## src/hdl/emal_pkg.sv

```systemverilog
// constants and types for the envelope min-max acquisition latch
// assumes a single 200 MHz clock domain and synchronous active-low reset
//
// Functional notes
// - samples are unsigned eight-bit bytes; all compare and storage paths eight bits
// - in envelope mode each byte meets two comparators: maximum and minimum
// - envelope latch loads an interval's first byte, then only a byte beyond the held extreme, else holds
// - normal and average modes pass every byte unaltered, no comparison
// - at interval end the pair holds that interval's largest and smallest bytes
// - at fastest rate the pair is stored as received, compare bypassed
// - latch enable derives from system clock, aligned to converter output strobe
// - memory writes happen only under time base controller command
// - record holds 1024 samples per channel; addressing covers exactly that
// - trigger resolved within 32-sample window; surplus samples are discarded
// - each sample written to the address of its channel and time position
// - after pretrigger, samples are counted so exactly the record is stored
package emal_pkg;

  // ************************************************************
  // widths and sizes
  // ************************************************************
  localparam int SAMPLE_W     = 8;
  localparam int RECORD_LEN   = 1024;
  localparam int ADDR_W       = 10;
  localparam int TRIG_WINDOW  = 32;
  localparam int TRIG_W       = 5;
  localparam int CHAN_W       = 1;

  // ************************************************************
  // reset values
  // ************************************************************
  localparam logic [SAMPLE_W-1:0] BYTE_RESET = 8'h00;
  localparam logic [ADDR_W-1:0]   ADDR_RESET = 10'h000;

  // acquisition modes as presented on the mode input
  typedef enum logic [1:0] {
    EMAL_MODE_NORMAL   = 2'h0,
    EMAL_MODE_AVERAGE  = 2'h1,
    EMAL_MODE_ENVELOPE = 2'h2
  } emal_mode_t;

  // record sequencer states, one-hot
  typedef enum logic [3:0] {
    EMAL_IDLE = 4'h1,
    EMAL_SKIP = 4'h2,
    EMAL_ACQ  = 4'h4,
    EMAL_DONE = 4'h8
  } emal_state_t;

endpackage

```

## src/hdl/emal_latch.sv

```systemverilog
// envelope min-max acquisition latch with record write sequencer
// assumes converter byte stream and its strobe arrive from another clock
// domain and are synchronised here; memory is external, written per cycle
`timescale 1ns/1ps
`default_nettype none

module emal_latch
  import emal_pkg::*;
#(
  parameter int RECORD_SAMPLES = RECORD_LEN
)
(
  input  wire logic                clk,
  input  wire logic                rst_n,
  input  wire logic [SAMPLE_W-1:0] adcByte,
  input  wire logic                adcStrobe,
  input  wire logic [CHAN_W-1:0]   adcChannel,
  input  wire logic                intervalLast,
  input  wire logic [1:0]          modeSelect,
  input  wire logic                fastestRate,
  input  wire logic                recordStart,
  input  wire logic [TRIG_W-1:0]   trigOffset,
  input  wire logic                storeEnable,
  output logic                     memWrite,
  output logic [CHAN_W+ADDR_W-1:0] memAddr,
  output logic [SAMPLE_W-1:0]      memData,
  output logic                     memIsMin,
  output logic                     recordDone,
  output logic                     busy
);

  // ************************************************************
  // input synchronisers
  // ************************************************************
  logic [SAMPLE_W-1:0] byteMeta;
  logic [SAMPLE_W-1:0] byteSync;
  logic [CHAN_W-1:0]   chanMeta;
  logic [CHAN_W-1:0]   chanSync;
  logic [2:0]          strobeSh;
  logic                lastMeta;
  logic                lastSync;
  logic                strobeEdge;

  // data and strobe pass two flops; byte settles before strobe edge seen
  always_ff @(posedge clk)
  begin
    if (!rst_n)
    begin
      byteMeta <= BYTE_RESET;
      byteSync <= BYTE_RESET;
      chanMeta <= '0;
      chanSync <= '0;
      strobeSh <= 3'h0;
      lastMeta <= 1'b0;
      lastSync <= 1'b0;
    end
    else
    begin
      byteMeta <= adcByte;
      byteSync <= byteMeta;
      chanMeta <= adcChannel;
      chanSync <= chanMeta;
      strobeSh <= {strobeSh[1:0], adcStrobe};
      lastMeta <= intervalLast;
      lastSync <= lastMeta;
    end
  end

  // aligned latch enable
  // one-cycle enable on the rising converter strobe, past the second flop
  assign strobeEdge = strobeSh[1] & ~strobeSh[2];

  // ************************************************************
  // mode capture and record sequencer
  // ************************************************************
  emal_state_t         state;
  emal_mode_t          mode;
  logic                fastMode;
  logic [TRIG_W-1:0]   skipCount;
  logic [ADDR_W:0]     sampleCount;
  logic                sampleTick;
  logic                envMode;

  // mode between records
  // mode and rate are frozen at record start so a record never mixes modes
  always_ff @(posedge clk)
  begin
    if (!rst_n)
    begin
      mode     <= EMAL_MODE_NORMAL;
      fastMode <= 1'b0;
    end
    else if ((state == EMAL_IDLE || state == EMAL_DONE) && recordStart)
    begin
      mode     <= emal_mode_t'(modeSelect);
      fastMode <= fastestRate;
    end
  end

  assign envMode = (mode == EMAL_MODE_ENVELOPE);

  // a stored point: every byte in pass-through, an interval end in envelope
  // in the fastest setting each byte is its own interval, so no marker is needed
  assign sampleTick = strobeEdge & (~envMode | fastMode | lastSync);

  // surplus discarded
  // pretrigger offset points are dropped, then exactly one record stored
  always_ff @(posedge clk)
  begin
    if (!rst_n)
    begin
      state       <= EMAL_IDLE;
      skipCount   <= '0;
      sampleCount <= '0;
    end
    else
    begin
      case (state)
        EMAL_IDLE, EMAL_DONE:
        begin
          if (recordStart)
          begin
            skipCount   <= trigOffset;
            sampleCount <= '0;
            state       <= (trigOffset == '0) ? EMAL_ACQ : EMAL_SKIP;
          end
        end
        EMAL_SKIP:
        begin
          if (sampleTick && storeEnable)
          begin
            skipCount <= skipCount - 1'b1;
            if (skipCount == 5'h01)
            begin
              state <= EMAL_ACQ;
            end
          end
        end
        EMAL_ACQ:
        begin
          if (sampleTick && storeEnable)
          begin
            sampleCount <= sampleCount + 1'b1;
            if (sampleCount == (ADDR_W+1)'(RECORD_SAMPLES - 1))
            begin
              state <= EMAL_DONE;
            end
          end
        end
        default:
        begin
          state <= EMAL_IDLE;
        end
      endcase
    end
  end

  // ************************************************************
  // envelope extreme latches
  // ************************************************************
  logic [SAMPLE_W-1:0] maxHeld;
  logic [SAMPLE_W-1:0] minHeld;
  logic                firstOfInterval;
  logic                aboveMax;
  logic                belowMin;

  assign aboveMax = byteSync > maxHeld;
  assign belowMin = byteSync < minHeld;

  always_ff @(posedge clk)
  begin
    if (!rst_n)
    begin
      maxHeld         <= BYTE_RESET;
      minHeld         <= BYTE_RESET;
      firstOfInterval <= 1'b1;
    end
    else if (state == EMAL_IDLE || state == EMAL_DONE)
    begin
      firstOfInterval <= 1'b1;
    end
    else if (strobeEdge && envMode)
    begin
      if (firstOfInterval || fastMode)
      begin
        maxHeld <= byteSync;
        minHeld <= byteSync;
      end
      else
      begin
        if (aboveMax)
        begin
          maxHeld <= byteSync;
        end
        if (belowMin)
        begin
          minHeld <= byteSync;
        end
      end
      firstOfInterval <= lastSync;
    end
  end

  // ************************************************************
  // memory write port
  // ************************************************************
  logic                pendMin;
  logic [SAMPLE_W-1:0] pendMinData;
  logic [SAMPLE_W-1:0] intervalMax;
  logic [SAMPLE_W-1:0] intervalMin;

  // interval extremes
  // closing byte folded in so the pair includes the interval's last sample
  always_comb
  begin
    intervalMax = maxHeld;
    intervalMin = minHeld;
    if (firstOfInterval || fastMode || byteSync > maxHeld)
    begin
      intervalMax = byteSync;
    end
    if (firstOfInterval || fastMode || byteSync < minHeld)
    begin
      intervalMin = byteSync;
    end
  end

  // channel and position address
  // envelope emits max then min on the next cycle; memIsMin marks the second
  // limitation: a point arriving while the min write is pending would be lost;
  // the edge detector's two-cycle minimum strobe spacing keeps the two apart
  always_ff @(posedge clk)
  begin
    if (!rst_n)
    begin
      memWrite    <= 1'b0;
      memAddr     <= '0;
      memData     <= BYTE_RESET;
      memIsMin    <= 1'b0;
      pendMin     <= 1'b0;
      pendMinData <= BYTE_RESET;
    end
    else if (pendMin)
    begin
      memWrite <= 1'b1;
      memData  <= pendMinData;
      memIsMin <= 1'b1;
      pendMin  <= 1'b0;
    end
    else if (state == EMAL_ACQ && sampleTick && storeEnable)
    begin
      memWrite <= 1'b1;
      memAddr  <= {chanSync, sampleCount[ADDR_W-1:0]};
      memIsMin <= 1'b0;
      if (!envMode)
      begin
        memData <= byteSync;
      end
      else
      begin
        memData     <= intervalMax;
        pendMin     <= 1'b1;
        pendMinData <= intervalMin;
      end
    end
    else
    begin
      memWrite <= 1'b0;
      memIsMin <= 1'b0;
    end
  end

  // readout after done
  // done stays high until the next record starts, telling the reader it may fetch
  always_ff @(posedge clk)
  begin
    if (!rst_n)
    begin
      recordDone <= 1'b0;
    end
    else
    begin
      // an accepted start drops done on the edge the sequencer leaves done
      recordDone <= (state == EMAL_DONE) && !pendMin && !memWrite && !recordStart;
    end
  end

  // combinational so a start request is refused in the very cycle it is busy
  assign busy = (state == EMAL_SKIP) || (state == EMAL_ACQ);

endmodule

`default_nettype wire

```

## config.mk

```make
export PLATFORM = sky130hd
export DESIGN_NAME = emal_latch
export DESIGN_NICKNAME = d
export VERILOG_FILES = /design/src/hdl/emal_pkg.sv /design/src/hdl/emal_latch.sv
export SDC_FILE = /design/constraint.sdc
export NUM_CORES = 1
export LEC_CHECK = 0
export BUFFER_PORTS_ARGS = -buffer_cell sky130_fd_sc_hd__clkbuf_2
export CAP_MARGIN = 20
export CORE_MARGIN = 2
export CORE_UTILIZATION = 47
export DETAILED_ROUTE_END_ITERATION = 12
export GPL_ROUTABILITY_DRIVEN = 1
export PLACE_DENSITY = 0.77
export SYNTH_ARGS = -nofsm -noshare
export SYNTH_HDL_FRONTEND = slang
export SYNTH_SLANG_ARGS = --single-unit
```

## constraint.sdc

```tcl
create_clock -name clk -period 5.7 [get_ports clk]
set_input_delay 0.285 -clock clk [delete_from_list [all_inputs] [get_ports clk]]
set_output_delay 0.285 -clock clk [all_outputs]
set_load 0.02 [all_outputs]
```

# Yosys cells after proc, flatten, opt, wreduce, memory -nomap -nowiden
# Index checks and enable logic that the tools add are counted.
# totals
output_inout_bits	23
register_bits	94
elab_cells	106
# op_classes
addsub	2
n_mux	26
reduce_logical	32
n_eq_ne	12
magnitude_cmp	2
bitwise	10
# ops
operator	count
$mux 8	9
$mux 11	2
$pmux 11 s2	1
$mux 4	5
$reduce_and 3->1	5
$pmux 4 s3	1
$add 11x1->11 const B	1
$eq 11x10->1 const B	1
$mux 5	2
$ne 2x2->1 const B	5
$pmux 5 s2	1
$reduce_bool 2->1	5
$gt 8x8->1	1
$logic_and 1x1->1	8
$lt 8x8->1	1
$not 1->1	6
$eq 5x1->1 const B	1
$logic_not 5->1	1
$logic_or 1x1->1	5
$reduce_and 5->1	1
$sub 5x1->5 const B	1
$eq 4x1->1 const B	1
$eq 4x2->1 const B	1
$eq 4x3->1 const B	1
10 further kinds	18

# Longest topological paths before layout
# depth
word_depth	9
depth_mapped	8

# Worst setup path after synthesis
# OpenSTA, ideal clock, no wires.
# synth_path
path_kind	register -> register
from	register byteSync[2]
to	register pendMinData[7]
n_path_buf	1
path_stages_with_launch	8
arrival_ps	1949
setup_slack_ps	3633
path_cell_list	dfxtp_1 ha_1 a211o_1 a31oi_1 o21a_1 buf_1 mux2i_1 a21oi_2
# synth_via
elab_chain_len	3
# synth_lines
item	line_no	text
from (decl)	emal_latch.sv:36	logic [SAMPLE_W-1:0] byteSync;
from (signal assigned)	emal_latch.sv:60	byteSync <= byteMeta;
$lt 8x8->1	emal_latch.sv:222	if (firstOfInterval || fastMode || byteSync < minHeld)
$logic_or 1x1->1	emal_latch.sv:222	
$mux 8	emal_latch.sv:222	
to (signal assigned)	emal_latch.sv:263	pendMinData <= intervalMin;
to (decl)	emal_latch.sv:208	logic [SAMPLE_W-1:0] pendMinData;
# Every way passes these cells.
# A chain may end at the register's enable or synchronous reset.

# Final worst setup path
# layout_path
from	register byteSync[2]
to	register pendMinData[2]
# layout_via
elab_chain_len	3
# layout_lines
item	line_no
$lt 8x8->1	emal_latch.sv:222
$logic_or 1x1->1	emal_latch.sv:222
$mux 8 (*)	emal_latch.sv:222
# Every way passes the cells marked *; elsewhere a longest branch is shown, timed or not.

==> report_table.html <==
<table>
<tr><th>Metric</th><th>Value</th></tr>
<tr><th colspan="2">Run status</th></tr>
<tr><td>Outcome</td><td>finished clean</td></tr>
<tr><th colspan="2">Die</th></tr>
<tr><td>Placeable core area</td><td>0.00876 mm^2</td></tr>
<tr><td>Standard-cell rows</td><td>34</td></tr>
<tr><td>Die height</td><td>a little under 100 um</td></tr>
<tr><td>X dimension of the die</td><td>99.1 um</td></tr>
<tr><td># IOs</td><td>46</td></tr>
<tr><td>Die area</td><td>0.00983 mm^2</td></tr>
<tr><td>Starting utilization of the core area</td><td>48.5%</td></tr>
<tr><th colspan="2">Yosys</th></tr>
<tr><td>Yosys top cell area share</td><td>44.2%</td></tr>
<tr><td>Synth area leaders</td><td>dfxtp_1, mux2i_1, ha_1</td></tr>
<tr><td>Fraction of synthesis flops using an asynchronous set or reset pin</td><td>0%</td></tr>
<tr><td>XOR/XNOR share of the synthesized area</td><td>2.26%</td></tr>
<tr><td>Top cells by count, synth</td><td>dfxtp_1, nand2_1, nor2_1</td></tr>
<tr><td>Sequential element share of the synthesized area</td><td>between 40 and 50%</td></tr>
<tr><td>Syn nets</td><td>506</td></tr>
<tr><td>Simple-gate portion of the synthesized area</td><td>20.7%</td></tr>
<tr><td>Post-synthesis average cell area</td><td>9.15 um^2</td></tr>
<tr><td>Count leader, synth</td><td>dfxtp_1</td></tr>
<tr><td>Count of flip-flops with a built-in enable after synthesis</td><td>0</td></tr>
<tr><td>Commonest register cell after synthesis</td><td>dfxtp_1</td></tr>
<tr><td>Top cell type by total area after synthesis</td><td>dfxtp_1</td></tr>
<tr><td>Combinational family with the most area after synthesis</td><td>simple AND/OR/NAND/NOR gates</td></tr>
<tr><td>Cell area after synthesis</td><td>0.00425 mm^2</td></tr>
<tr><td>Area fraction in compound gates after synthesis</td><td>16.5%</td></tr>
<tr><td>Library cells used by synthesis</td><td>60</td></tr>
<tr><td>Post-synthesis sequential element count</td><td>94</td></tr>
<tr><td>Post-synthesis instance total</td><td>465</td></tr>
<tr><td>Yosys warnings</td><td>0</td></tr>
<tr><td>Area share of fa/ha/maj cells after synthesis</td><td>5.29%</td></tr>
<tr><td>Mux share of post-synthesis cell area</td><td>6.59%</td></tr>
<tr><th colspan="2">Cells and area</th></tr>
<tr><td>Number of inserted filler cells in the final layout</td><td>811</td></tr>
<tr><td>FF+latch area</td><td>0.00188 mm^2</td></tr>
<tr><td>Synth-to-layout area growth</td><td>11.3%</td></tr>
<tr><td>Antenna diode count</td><td>0</td></tr>
<tr><td>Fin nets</td><td>around 550</td></tr>
<tr><td>Area taken by multi-input logic gates</td><td>0.00218 mm^2</td></tr>
<tr><td>Share of layout cells above drive strength 1</td><td>17.1%</td></tr>
<tr><th colspan="2">Timing</th></tr>
<tr><td>Rel. slew slack</td><td>32.9%</td></tr>
<tr><td>RSZ-0062 raised after global routing</td><td>false</td></tr>
<tr><td>Post-Route Skew</td><td>0.0136 ns</td></tr>
<tr><td>Final cycle utilization of the critical path</td><td>between 40% and 50%</td></tr>
<tr><td>Hold slack</td><td>0.123 ns</td></tr>
<tr><td>Total count of max-transition violations in the final report</td><td>0</td></tr>
<tr><td>Highest Clock Rate</td><td>424 MHz</td></tr>
<tr><td>Transition time at the pin with the least slew margin</td><td>0.992 ns</td></tr>
<tr><td>Final hold vios</td><td>0</td></tr>
<tr><td>Setup tns final</td><td>0 ns</td></tr>
<tr><td>Final worst-path setup slack</td><td>about 3.3 ns</td></tr>
<tr><td>Minimum period implied by the final worst setup slack</td><td>around 2.4 ns</td></tr>
<tr><td>Count of final setup violators</td><td>0</td></tr>
<tr><th colspan="2">Route</th></tr>
<tr><td>Via density per instance</td><td>5.61</td></tr>
<tr><td>Number of remaining DRC errors</td><td>0</td></tr>
<tr><td>Via count</td><td>between 3000 and 4000</td></tr>
<tr><td>Routed wire length</td><td>around 9100 um</td></tr>
<tr><td>DRT antenna net count</td><td>0</td></tr>
<tr><td>Average wire per cell in the routed design</td><td>roughly 15 um</td></tr>
<tr><td>Count of TritonRoute iterations in the first routing pass</td><td>5</td></tr>
<tr><td>Count of routing violations after the opening detailed-route iteration</td><td>169</td></tr>
<tr><th colspan="2">Pwr</th></tr>
<tr><td>Overall Power</td><td>1190 uW</td></tr>
<tr><td>Leakage</td><td>0.00191 uW</td></tr>
<tr><td>Worst supply voltage drop on vdd</td><td>0.150 mV</td></tr>
<tr><td>PD cells</td><td>252 mW/mm^2</td></tr>
<tr><th colspan="2">CTS</th></tr>
<tr><td>TritonCTS sink count</td><td>94</td></tr>
<tr><td>Total setup buffers inserted after CTS</td><td>0</td></tr>
<tr><td>CTS Hold Bufs</td><td>0</td></tr>
<tr><td>Max H-tree Level</td><td>3</td></tr>
<tr><td>Number of cells upsized or downsized after cts</td><td>0</td></tr>
<tr><td>Max clock buf depth</td><td>2</td></tr>
<tr><td>Clock Root Buffer</td><td>clkbuf_8</td></tr>
<tr><td>Worst-path clk slew</td><td>around 0.090 ns</td></tr>
<tr><td>Clock Latency Late Sink</td><td>0.37 ns</td></tr>
<tr><td>Clock tree from TritonCTS</td><td>yes</td></tr>
<tr><td>Number of CTS-inserted buffers</td><td>9</td></tr>
<tr><th colspan="2">Hold path</th></tr>
<tr><td>Min-Delay Path Depth</td><td>2</td></tr>
<tr><td>Critical hold path startpoint</td><td>adcByte[3]</td></tr>
<tr><td>Endpoint of the worst hold path</td><td>byteMeta[3]</td></tr>
<tr><td>Worst min-delay path category</td><td>in2reg</td></tr>
<tr><th colspan="2">Placed design</th></tr>
<tr><td>DP HPWL</td><td>6360 um</td></tr>
<tr><td>Pre-CTS setup slack</td><td>2.79 ns</td></tr>
<tr><td>Final weighted congestion in routability-driven placement</td><td>0.847</td></tr>
<tr><td>Number of I/O port buffers</td><td>45</td></tr>
<tr><th colspan="2">Worst setup path</th></tr>
<tr><td>Reg2reg setup slack</td><td>roughly 3.3 ns</td></tr>
<tr><td>Data arrival at the endpoint of the critical path</td><td>between 2 and 3 ns</td></tr>
<tr><td>Critical register-to-register path endpoint</td><td>pendMinData[2]</td></tr>
<tr><td>Critical path startpoint category</td><td>flop</td></tr>
<tr><td>Startpoint-to-endpoint class of the critical path</td><td>reg2reg</td></tr>
<tr><td>Required time worst endpoint</td><td>5.95 ns</td></tr>
<tr><td>Worst-path maximum fanout</td><td>13</td></tr>
<tr><td>Reg-to-Reg Start</td><td>byteSync[2]</td></tr>
<tr><td>Type of destination of the critical path</td><td>flop</td></tr>
<tr><td>Cells on worst reg2reg path</td><td>6</td></tr>
<tr><th colspan="2">Global route</th></tr>
<tr><td>Total global routing overflow</td><td>0</td></tr>
<tr><td>Wire length of the first global-routing pass</td><td>15300 um</td></tr>
<tr><td>Maximum number of pins on one net before global-route repair</td><td>59</td></tr>
<tr><td>GR Util All Layers</td><td>19.2%</td></tr>
<tr><td>Via count of the first global-routing pass</td><td>between 3000 and 4000</td></tr>
<tr><td>Number of antenna violations at the first check in global routing</td><td>0</td></tr>
<tr><th colspan="2">Flow run</th></tr>
<tr><td>Max Cap Violations</td><td>0</td></tr>
</table>
## state kept, by name (all words and copies together), names as in the netlist, 2 cells and up
register,count
pendMinData,8
sampleCount,11
byteSync,8
memAddr,11
strobeSh,3
maxHeld,8
mode,2
byteMeta,8
memData,8
skipCount,5
minHeld,8
state,4
## final cells by class
cell class,instances,area share (%)
Sequential cell,94,39.8
Multi-Input combinational cell,327,46.1
Tap cell,108,2.85
Inverter,22,1.74
Clock inverter,6,0.952
Clock buffer,10,2.91
Timing Repair Buffer,51,5.66
## worst max path at each step
stage	cells past startpoint	end	slack, ns	start
after floorplan	7	pendMinData[7]	3.63	byteSync[2]
after global placement	5	memData[1]	2.96	state[0]
after detailed placement	5	memData[3]	2.79	state[0]
after CTS	5	memData[5]	2.79	state[0]
after global routing	5	maxHeld[2]	3.05	byteSync[3]
final	6	pendMinData[2]	3.34	byteSync[2]
## per-layer routing
metal  wire (um)  global-route usage [%]
met1        4200                    25.5
met2        4180                    30.5
met3         470                    3.72
met4         252                    8.54
met5           0                       0
## layout by cell type (no fill, tap or decap), types with 5 or more instances in the layout
cell,synthesis,final
clkbuf_8,0,10
ha_1,18,18
o2111ai_1,8,8
dfxtp_1,94,94
inv_1,22,22
o21ai_0,22,22
xor2_1,8,8
a221o_1,7,7
or2_2,5,5
nand2_1,46,46
mux2i_1,28,28
nand3_1,13,13
clkbuf_2,0,45
and2_1,25,25
a21oi_1,34,34
nor2_1,35,35
## critical path, stage by stage (launching register included)
cell	delay, ns
dfxtp_1	0.49
ha_1	0.30
a211o_1	0.29
a31oi_1	0.21
o21a_1	0.53
mux2i_1	0.33
a21oi_1	0.10
## cells by family (layout without fill, tap and decap cells)
family,Yosys count,after routing
simple gates,164,164
flops,94,94
buf+inv,44,89
compound gates,106,106
mux,28,28
fa+ha+maj,18,18
xor+xnor,11,11
## power breakdown
part           switching, uW  internal (uW)  leakage [uW]
Clock                    239            172     0.0000849
Sequential              14.1            671      0.000764
Combinational           57.3           41.1       0.00106
Total                    310            884       0.00191
## metrics by stage
stage / utilization, % / cell area (um^2) / cells
after floorplan: - / 4250 / 465
after global placement: 51.6 / 4520 / 598
after detailed placement: 51.6 / 4520 / 598
after CTS: 53.7 / 4710 / 614
after global routing: 54.0 / 4730 / 618
final: 54.0 / 4730 / 618
No activity file was read; power rests on OpenSTA's default activity.
